`config.mk`:
```
export PLATFORM = sky130hd
export DESIGN_NAME = wdnmi_core_flat
export DESIGN_NICKNAME = d
export VERILOG_FILES = /design/src/logic/wdnmi_pkg.sv /design/src/logic/wdnmi_if.sv /design/src/logic/wdnmi_core.sv /design/src/flat_wrapper.sv
export VERILOG_INCLUDE_DIRS = /design/src /design/src/logic
export SDC_FILE = /design/constraint.sdc
export NUM_CORES = 1
export LEC_CHECK = 0
export BUFFER_PORTS_ARGS = -buffer_cell sky130_fd_sc_hd__buf_2
export CORE_AREA = 2 2 70 55
export CTS_CLUSTER_SIZE = 30
export DETAILED_ROUTE_END_ITERATION = 8
export DIE_AREA = 0 0 72 57
export GPL_TIMING_DRIVEN = 0
export PLACE_DENSITY_LB_ADDON = 0.12
export SLEW_MARGIN = 20
export SYNTH_ARGS = -nofsm -noshare
export SYNTH_HDL_FRONTEND = slang
export SYNTH_SLANG_ARGS = --single-unit
```
`constraint.sdc`:
```
create_clock -name sys_clk_in -period 2.91 [get_ports sys_clk_in]
set_input_delay 0.1455 -clock sys_clk_in [delete_from_list [all_inputs] [get_ports sys_clk_in]]
set_output_delay 0.1455 -clock sys_clk_in [all_outputs]
set_load 0.005 [all_outputs]
```
`src/logic/wdnmi_consts.svh`:
```
// constants shared by the watchdog device, its core end and the bench
`ifndef WDNMI_CONSTS_SVH
`define WDNMI_CONSTS_SVH

// ************************************************************
// clock and timing
// ************************************************************
`define WDNMI_SYS_HZ 25000000
`define WDNMI_LSO_HZ 32768
`define WDNMI_TICK_HZ 256
`define WDNMI_LSO_DIV (`WDNMI_SYS_HZ / `WDNMI_LSO_HZ)
`define WDNMI_PRE_W 7
`define WDNMI_PRE_LAST 7'h7F
`define WDNMI_CNT_W 10
`define WDNMI_CNT_LAST 10'h3FF
`define WDNMI_CNT_RST 10'h000

// ************************************************************
// watchdog control register
// ************************************************************
`define WDNMI_IO_AW 16
`define WDNMI_IO_DW 4
`define WDNMI_CTRL_ADDR 16'hFF07
`define WDNMI_RUN_EN_BIT 1
`define WDNMI_CLR_BIT 0
`define WDNMI_RUN_EN_RST 1'b1

// ************************************************************
// core end
// ************************************************************
`define WDNMI_NMI_VECTOR 16'h0100
`define WDNMI_PC_RST 16'h0000
`define WDNMI_AV_AW 5
`define WDNMI_OFS_WINDOW 5'h00
`define WDNMI_OFS_CORE_CTRL 5'h04
`define WDNMI_OFS_CORE_STAT 5'h08
`define WDNMI_OFS_IRQ_STAT 5'h0C
`define WDNMI_OFS_IRQ_MASK 5'h10
`define WDNMI_HALT_BIT 0
`define WDNMI_IDIS_BIT 1
`define WDNMI_SP1_BIT 2
`define WDNMI_SP2_BIT 3
`define WDNMI_MASKST_BIT 1
`define WDNMI_PC_LSB 16
`define WDNMI_EV_TAKEN 0
`define WDNMI_EV_WAKE 1
`define WDNMI_EV_W 2

`endif

```
`src/logic/wdnmi_pkg.sv`:
```
// types shared by the watchdog device and its core end
`default_nettype none
package wdnmi_pkg;
	typedef enum logic [1:0] {
		WDNMI_CS_IDLE = 2'b00,
		WDNMI_CS_ACC = 2'b01,
		WDNMI_CS_CAP = 2'b10,
		WDNMI_CS_DONE = 2'b11
	} wdnmi_cstate_e;
endpackage : wdnmi_pkg
`default_nettype wire

```
`src/logic/wdnmi_if.sv`:
```
// link between the watchdog device and the processor core
`default_nettype none
`include "wdnmi_consts.svh"
interface wdnmi_if;
	logic [`WDNMI_IO_AW-1:0] io_addr;
	logic io_wr;
	logic io_rd;
	logic [`WDNMI_IO_DW-1:0] io_wdata;
	logic [`WDNMI_IO_DW-1:0] io_rdata;
	logic nmi_req;
	modport dev (
		input io_addr,
		input io_wr,
		input io_rd,
		input io_wdata,
		output io_rdata,
		output nmi_req
	);
	modport core (
		output io_addr,
		output io_wr,
		output io_rd,
		output io_wdata,
		input io_rdata,
		input nmi_req
	);
endinterface : wdnmi_if
`default_nettype wire

```
`src/logic/wdnmi_core.sv`:
```
// processor core end: io access, nmi acceptance, avalon control
`default_nettype none
`include "wdnmi_consts.svh"
module wdnmi_core
	import wdnmi_pkg::*;
(
	// clock and reset
	input wire logic sys_clk_in,
	input wire logic resetn_in,
	// link to the watchdog
	wdnmi_if.core link,
	// avalon-mm slave
	input wire logic [`WDNMI_AV_AW-1:0] avs_address_in,
	input wire logic avs_read_in,
	input wire logic avs_write_in,
	input wire logic [31:0] avs_writedata_in,
	output logic [31:0] avs_readdata_out,
	output logic avs_waitrequest_out,
	// interrupt
	output logic irq_out
);

	// ************************************************************
	// bus sequencer
	// ************************************************************
	wdnmi_cstate_e st_r;
	logic [31:0] rdata_r;
	logic io_wr_r;
	logic io_rd_r;
	logic [`WDNMI_IO_DW-1:0] io_wdata_r;
	logic req;
	logic win;
	logic done_wr;
	logic halted_r;
	logic idis_r;
	logic mask_st_r;
	logic sp1_seen_r;
	logic nmi_pend_r;
	logic [15:0] pc_r;
	logic [`WDNMI_EV_W-1:0] ev_r;
	logic [`WDNMI_EV_W-1:0] msk_r;
	logic [31:0] loc_word;
	logic accept;

	assign req = avs_read_in || avs_write_in;
	assign win = (avs_address_in == `WDNMI_OFS_WINDOW);
	assign done_wr = (st_r == WDNMI_CS_DONE) && avs_write_in;
	assign avs_waitrequest_out = (st_r != WDNMI_CS_DONE);
	assign avs_readdata_out = rdata_r;

	always_comb begin
		loc_word = 32'h0000_0000;
		case (avs_address_in)
			`WDNMI_OFS_CORE_CTRL: begin
				loc_word[`WDNMI_IDIS_BIT] = idis_r;
			end
			`WDNMI_OFS_CORE_STAT: begin
				loc_word[`WDNMI_HALT_BIT] = halted_r;
				loc_word[`WDNMI_MASKST_BIT] = mask_st_r;
				loc_word[31:`WDNMI_PC_LSB] = pc_r;
			end
			`WDNMI_OFS_IRQ_STAT: begin
				loc_word[`WDNMI_EV_W-1:0] = ev_r;
			end
			`WDNMI_OFS_IRQ_MASK: begin
				loc_word[`WDNMI_EV_W-1:0] = msk_r;
			end
			default: begin
				loc_word = 32'h0000_0000;
			end
		endcase
	end

	always_ff @(posedge sys_clk_in) begin
		if (!resetn_in) begin
			st_r <= WDNMI_CS_IDLE;
			rdata_r <= 32'h0000_0000;
			io_wr_r <= 1'b0;
			io_rd_r <= 1'b0;
			io_wdata_r <= '0;
		end else begin
			case (st_r)
				WDNMI_CS_IDLE: begin
					if (req && win) begin
						io_wr_r <= avs_write_in;
						io_rd_r <= avs_read_in;
						io_wdata_r <= avs_writedata_in[`WDNMI_IO_DW-1:0];
						st_r <= WDNMI_CS_ACC;
					end else if (req) begin
						rdata_r <= loc_word;
						st_r <= WDNMI_CS_DONE;
					end
				end
				WDNMI_CS_ACC: begin
					io_wr_r <= 1'b0;
					io_rd_r <= 1'b0;
					st_r <= WDNMI_CS_CAP;
				end
				WDNMI_CS_CAP: begin
					rdata_r <= {28'h0000000, link.io_rdata};
					st_r <= WDNMI_CS_DONE;
				end
				default: begin
					st_r <= WDNMI_CS_IDLE;
				end
			endcase
		end
	end

	assign link.io_addr = `WDNMI_CTRL_ADDR;
	assign link.io_wr = io_wr_r;
	assign link.io_rd = io_rd_r;
	assign link.io_wdata = io_wdata_r;

	// ************************************************************
	// core state
	// ************************************************************
	logic ctrl_wr;

	assign ctrl_wr = done_wr && (avs_address_in == `WDNMI_OFS_CORE_CTRL);
	// the disable flag is deliberately left out of this term
	assign accept = nmi_pend_r && !mask_st_r;

	always_ff @(posedge sys_clk_in) begin
		if (!resetn_in) begin
			idis_r <= 1'b1;
			mask_st_r <= 1'b1;
			sp1_seen_r <= 1'b0;
		end else if (ctrl_wr) begin
			idis_r <= avs_writedata_in[`WDNMI_IDIS_BIT];
			if (avs_writedata_in[`WDNMI_SP1_BIT]) begin
				// re-setting the stack pointer masks again until the pair
				mask_st_r <= 1'b1;
				sp1_seen_r <= 1'b1;
			end else if (avs_writedata_in[`WDNMI_SP2_BIT] && sp1_seen_r) begin
				mask_st_r <= 1'b0;
				sp1_seen_r <= 1'b0;
			end
		end
	end

	always_ff @(posedge sys_clk_in) begin
		if (!resetn_in) begin
			nmi_pend_r <= 1'b0;
			halted_r <= 1'b0;
			pc_r <= `WDNMI_PC_RST;
		end else begin
			if (link.nmi_req) begin
				nmi_pend_r <= 1'b1;
			end else if (accept) begin
				nmi_pend_r <= 1'b0;
			end
			if (accept) begin
				halted_r <= 1'b0;
				pc_r <= `WDNMI_NMI_VECTOR;
			end else if (ctrl_wr && avs_writedata_in[`WDNMI_HALT_BIT]) begin
				halted_r <= 1'b1;
			end
		end
	end

	// ************************************************************
	// interrupt status and mask
	// ************************************************************
	logic [`WDNMI_EV_W-1:0] ev_set;
	logic [`WDNMI_EV_W-1:0] ev_clr;

	always_comb begin
		ev_set = '0;
		ev_set[`WDNMI_EV_TAKEN] = accept;
		ev_set[`WDNMI_EV_WAKE] = accept && halted_r;
		ev_clr = '0;
		if (done_wr && (avs_address_in == `WDNMI_OFS_IRQ_STAT)) begin
			ev_clr = avs_writedata_in[`WDNMI_EV_W-1:0];
		end
	end

	always_ff @(posedge sys_clk_in) begin
		if (!resetn_in) begin
			ev_r <= '0;
			msk_r <= '0;
		end else begin
			// a new event wins over a clear in the same cycle
			ev_r <= (ev_r & ~ev_clr) | ev_set;
			if (done_wr && (avs_address_in == `WDNMI_OFS_IRQ_MASK)) begin
				msk_r <= avs_writedata_in[`WDNMI_EV_W-1:0];
			end
		end
	end

	assign irq_out = |(ev_r & msk_r);

endmodule : wdnmi_core
`default_nettype wire

```
`src/flat_wrapper.sv`:
```
// flat-port wrapper written by rule: the top's interface ports become plain ports
module wdnmi_core_flat import wdnmi_pkg::*;
  (sys_clk_in, resetn_in, avs_address_in, avs_read_in, avs_write_in, avs_writedata_in, avs_readdata_out, avs_waitrequest_out, irq_out, link_io_addr, link_io_wr, link_io_rd, link_io_wdata, link_io_rdata, link_nmi_req);
  wdnmi_if link_i ();
  input wire logic sys_clk_in;
  input wire logic resetn_in;
  input wire logic [`WDNMI_AV_AW-1:0] avs_address_in;
  input wire logic avs_read_in;
  input wire logic avs_write_in;
  input wire logic [31:0] avs_writedata_in;
  output logic [31:0] avs_readdata_out;
  output logic avs_waitrequest_out;
  output logic irq_out;
  output wire logic [$bits(link_i.io_addr)-1:0] link_io_addr;
  output wire logic [$bits(link_i.io_wr)-1:0] link_io_wr;
  output wire logic [$bits(link_i.io_rd)-1:0] link_io_rd;
  output wire logic [$bits(link_i.io_wdata)-1:0] link_io_wdata;
  input wire logic [$bits(link_i.io_rdata)-1:0] link_io_rdata;
  input wire logic [$bits(link_i.nmi_req)-1:0] link_nmi_req;
  assign link_io_addr = link_i.io_addr;
  assign link_io_wr = link_i.io_wr;
  assign link_io_rd = link_i.io_rd;
  assign link_io_wdata = link_i.io_wdata;
  assign link_i.io_rdata = link_io_rdata;
  assign link_i.nmi_req = link_nmi_req;
  wdnmi_core u_core (.sys_clk_in(sys_clk_in), .resetn_in(resetn_in), .link(link_i), .avs_address_in(avs_address_in), .avs_read_in(avs_read_in), .avs_write_in(avs_write_in), .avs_writedata_in(avs_writedata_in), .avs_readdata_out(avs_readdata_out), .avs_waitrequest_out(avs_waitrequest_out), .irq_out(irq_out));
endmodule
```
Word level (Yosys, flattened, before mapping)
Cells that the tools add are included.
- register bits: 50
- memories kept: 0
- RAM bits: 0
- bits in latches: 0
- bits of input ports: 46
- word-level logic and storage cells: 71
- memory bits (read-only): 0
- shift operators: 0
- bitwise gates (word level): 5
- $lt $le $gt $ge: 0
- mux-type cells: 18
- div/mod/pow operators: 0
- multipliers: 0
- reductions and logical operators: 23
- add/sub/neg operators: 0
- equality and inequality tests: 12
- operators with widths (cell ; number):
    32-bit two-way mux ; 2
    32-bit one-hot mux with 2 select lines ; 1
    5-bit by 4-bit equality test with 1-bit output, second input constant ; 2
    1-bit logical AND ; 9
    9-bit two-way mux ; 1
    2-bit nonzero test ; 4
    1-bit two-way mux ; 6
    2-bit two-way mux ; 3
    2-bit one-hot mux with 3 select lines ; 1
    2-bit AND reduction ; 3
    5-bit by 3-bit equality test with 1-bit output, second input constant ; 1
    5-bit equality test, second input constant ; 1
    5-bit zero test ; 1
    2-bit AND ; 2
    2-bit equality test, second input constant ; 2
    2-bit by 1-bit inequality test with 1-bit output, second input constant ; 2
    2-bit inequality test, second input constant ; 2
    1-bit one-hot mux with 2 select lines ; 2
    1-bit one-hot mux with 4 select lines ; 1
    2-bit OR reduction ; 2
    3-bit by 1-bit inequality test with 1-bit output, second input constant ; 1
    1-bit one-hot mux with 3 select lines ; 1
    3-bit AND reduction ; 1
    2-bit by 1-bit equality test with 1-bit output, second input constant ; 1
    other kinds (6) ; 6

Longest topological paths before layout
- depth in word-level cells: 7
- depth in mapped cells: 7
- gate-level depth less buffers: 6

Worst setup path after synthesis
OpenSTA, ideal clock, no wires.
- path kind: register -> register
- start point: register u_core.st_r[0]
- end point: register u_core.rdata_r[24] (netlist: u_core.avs_readdata_out[24])
- data required time: 2.782 ns
- buffers on the path: 1
- arrival: 1.524 ns
- period minus slack after synthesis: 1.652 ns
- stages on the path, launching flop included: 8
- path slack: 1.258 ns
- cells stage by stage: dfxtp_1 -> inv_1 -> ha_1 -> buf_2 -> nor3b_2 -> a221oi_4 -> mux2i_1 -> nor2_1
- word-level cells in the longest chain between the ends: 3
- RTL lines (element ; RTL line ; source):
    start, declared ; wdnmi_core.sv:26 ; wdnmi_cstate_e st_r;
    start signal, assigned ; wdnmi_core.sv:76 ; st_r <= WDNMI_CS_IDLE;
    start signal, assigned ; wdnmi_core.sv:88 ; st_r <= WDNMI_CS_ACC;
    start signal, assigned ; wdnmi_core.sv:91 ; st_r <= WDNMI_CS_DONE;
    2-bit zero test / 2-bit equality test (equally long branches) ; wdnmi_core.sv:82 ; case (st_r)
    2-bit by 1-bit inequality test with 1-bit output (no line) (tied with other cells) ; -- ;
    3-bit AND reduction (no line) ; -- ;
    end signal, assigned ; wdnmi_core.sv:90 ; rdata_r <= loc_word;
    end signal, assigned ; wdnmi_core.sv:100 ; rdata_r <= {28'h0000000, link.io_rdata};
    end, declared ; wdnmi_core.sv:27 ; logic [31:0] rdata_r;
Parallel ways exist; a longest one is shown, timed or not.
A chain may end at the register's enable or synchronous reset.

Worst setup path after layout
Same ends and word-level chain as after synthesis.

==> impl_metrics.json <==
{
  "worst_setup_hold_path_clk_slew_ns": 0.09,
  "synth_largest_area_cell": "dfxtp_1",
  "powerDensity_nw_per_um2": 472,
  "rr_startpoint": "u_core.st_r[0]",
  "synth_top_area_share_pct": 30.9,
  "peakVddDrop_mv": 0.389,
  "grt-ovfl-total": 0,
  "grt_usage_pct": 13.8,
  "max_cap_viol_count": 0,
  "core-area_sq_um": 3490,
  "grt_pass1_wl_mm": 4.48,
  "max_freq_ghz": 0.532,
  "yosysSeqAreaShare_pct": 30.9,
  "dr_total_vias": 1171,
  "layout.nets": 292,
  "cp-start-kind": "flip-flop",
  "skew_ns": 0.00958,
  "ys_types": 42,
  "holdCritStartpoint": "link_nmi_req",
  "hold_violations": 0,
  "drt-initial-drc-count": 31,
  "crit_type": "reg2reg",
  "critPathRequiredTime_ns": 3.06,
  "instances_no_fill": 283,
  "drc": 0,
  "cts_resized": 0,
  "critPathLaunch": "u_core.st_r[0]",
  "grt_pass1_vias": 939,
  "dp_cells": 279,
  "ys_top_cells_by_area": "dfxtp_1 (31%), buf_4 (22%), mux2i_1 (6.7%)",
  "final.setup.tns_ns": 0,
  "wl_per_cell_microns": 10.1,
  "min_period_ns": 1.88,
  "die_area_sq_um": 4100,
  "post_cts_buffers": 0,
  "avgSynthCellArea_sq_um": 8.88,
  "cts_root_buf": "clkbuf_8",
  "arrival_ns": 2.03,
  "gp_congestion": 0.730,
  "diodes": 0,
  "leakagePower_uw": 0.000948,
  "dp_hpwl_mm": 2.33,
  "setup_viol": 0,
  "io_buffers": 28,
  "drive_gt1_share_pct": 35.3,
  "syn_inst": 168,
  "clk_path_buf_depth": 2,
  "r2r_setup_slack_ns": 1.03,
  "antenna_found_initial": 0,
  "rr_endpoint": "u_core.avs_readdata_out[24]",
  "grt_max_degree": 14,
  "ys_seq_elements": 23,
  "yosys_warnings": 0,
  "ant_nets": 0,
  "rows": 19,
  "via_per_inst": 4.14,
  "ios": 102,
  "cts_tree": "built",
  "crit_fanout": 9,
  "firstDrtPassIters": 4,
  "drv_slew": 0,
  "cts_buffers": 3,
  "initial_utilization_pct": 42.7,
  "multi_input_area_sq_um": 808,
  "async_reset_ff_share_pct": 0,
  "synth_area_sq_um": 1490,
  "clk_latency_ns": 0.26,
  "cts.sinks": 23,
  "status": "finished clean",
  "wl_mm": 2.85,
  "ff_latch_area_sq_um": 460,
  "die_h_microns": 57,
  "fin_crit_sh_pct": 64.6,
  "area_delta_synth_final_pct": 26.3,
  "ys_dominant_reg_cell": "dfxtp_1",
  "reg2regPathDepth": 7,
  "rsz0062_at_grt": "false",
  "num-fill-cells": 350,
  "end_kind": "flip-flop",
  "dieWidth_microns": 72,
  "ctsHoldBuffers": 0,
  "synth_edf_count": 0,
  "h-tree-depth": 1,
  "min_path_type": "in2reg",
  "endpoint": "u_core.avs_readdata_out[24]"
}
[worst max-delay path, cell delays in order (launching register included)]
cell and delay, ns:
dfxtp_1 0.39, inv_1 0.10, ha_1 0.19, buf_2 0.18, nor3b_2 0.19, a221oi_4 0.43
mux2i_1 0.24, nor2_1 0.05
[layout make-up]
cell class | instances | area share, %
clock inverters | 1 | 0.266
flip-flops and latches | 23 | 24.4
multi-input cells | 131 | 42.9
clock buffers | 3 | 2.19
plain buffers | 47 | 18.4
repair buffers | 28 | 7.44
well taps | 42 | 2.79
inverters | 8 | 1.59
[per-stage QoR]
stage	util (%)	total power, uW	setup slack (ns)	hold WS, ns	area [sq um]
CTS	53.9	892	1.05	0.0969	1880
global placement	52.6	696	1.10	0.356	1840
floorplan	-	621	1.26	0.263	1650
finish	53.9	890	1.03	0.0937	1880
global route	53.9	950	0.909	0.119	1880
detailed placement	52.6	697	1.08	0.367	1840
[placed cells by master (no fill, tap or decap), types with 2 or more instances in the layout]
| cell type | Yosys | layout |
|---|---|---|
| buf_4 | 43 | 43 |
| conb_1 | 2 | 43 |
| buf_2 | 1 | 29 |
| dfxtp_1 | 23 | 23 |
| nor2_1 | 14 | 14 |
| mux2i_1 | 10 | 10 |
| a21oi_1 | 9 | 9 |
| inv_1 | 7 | 7 |
| nand3_1 | 7 | 7 |
| nand2_1 | 6 | 6 |
| nand2b_1 | 4 | 4 |
| ha_1 | 4 | 4 |
| clkbuf_8 | 0 | 3 |
| clkbuf_1 | 2 | 2 |
| nor4_1 | 2 | 2 |
| nor3_1 | 2 | 2 |
| or3b_1 | 2 | 2 |
| o22ai_1 | 2 | 2 |
| or2_1 | 2 | 2 |
| a311oi_1 | 2 | 2 |
| a21bo_1 | 2 | 2 |
[power by group]
| group | total (uW) | switching, uW | internal, uW |
|---|---|---|---|
| Sequential | 359 | 17.3 | 342 |
| Clock | 196 | 101 | 95.5 |
| Combinational | 335 | 183 | 151 |
[worst min path at each step]
stage | cells after the start | endpoint
4_1_cts | 3 | u_core.nmi_pend_r
5_1_grt | 3 | u_core.nmi_pend_r
6_report | 3 | u_core.nmi_pend_r
3_3_place_gp | 3 | u_core.nmi_pend_r
3_5_place_dp | 3 | u_core.nmi_pend_r
2_1_floorplan | 2 | u_core.nmi_pend_r
[flip-flops by register name (all words and copies together) (netlist names)]
register,cells
u_core.nmi_pend_r,1
u_core.mask_st_r,1
u_core.msk_r,2
u_core.pc_r,1
u_core.link.io_wr,1
u_core.sp1_seen_r,1
u_core.ev_r,2
u_core.st_r,2
u_core.link.io_rd,1
u_core.avs_readdata_out,5
u_core.halted_r,1
u_core.link.io_wdata,4
u_core.idis_r,1
[cell usage after synthesis (all sizes together) (2+ instances only)]
master and n:
conb 2, a21oi 9, a311oi 2, nand2 6, nand2b 4, inv 8
nor3 4, or3b 2, dfxtp 23, o22ai 2, nor4 2, a21bo 2
mux2i 10, clkbuf 2, ha 4, nand3 7, nor2 14, or2 2
buf 45
[cells by family (layout without fill, tap and decap cells)]
logic type	after synthesis	after routing	share of synthesized area, %
adders and majority gates	4	4	3.36
and+or+nand+nor	49	49	20.5
muxes	10	10	6.71
other	2	43	0.504
AOI/OAI and AO/OA	25	25	12.8
DFF	23	23	30.9
buffers and inverters	55	87	25.3
[layer usage]
metal	wire [microns]	GRT usage [%]
met5	0	0
met4	8	1.62
met3	236	4.77
met2	1150	19.7
met1	1450	20.7
Note: power is estimated with default switching activity, not from simulation.
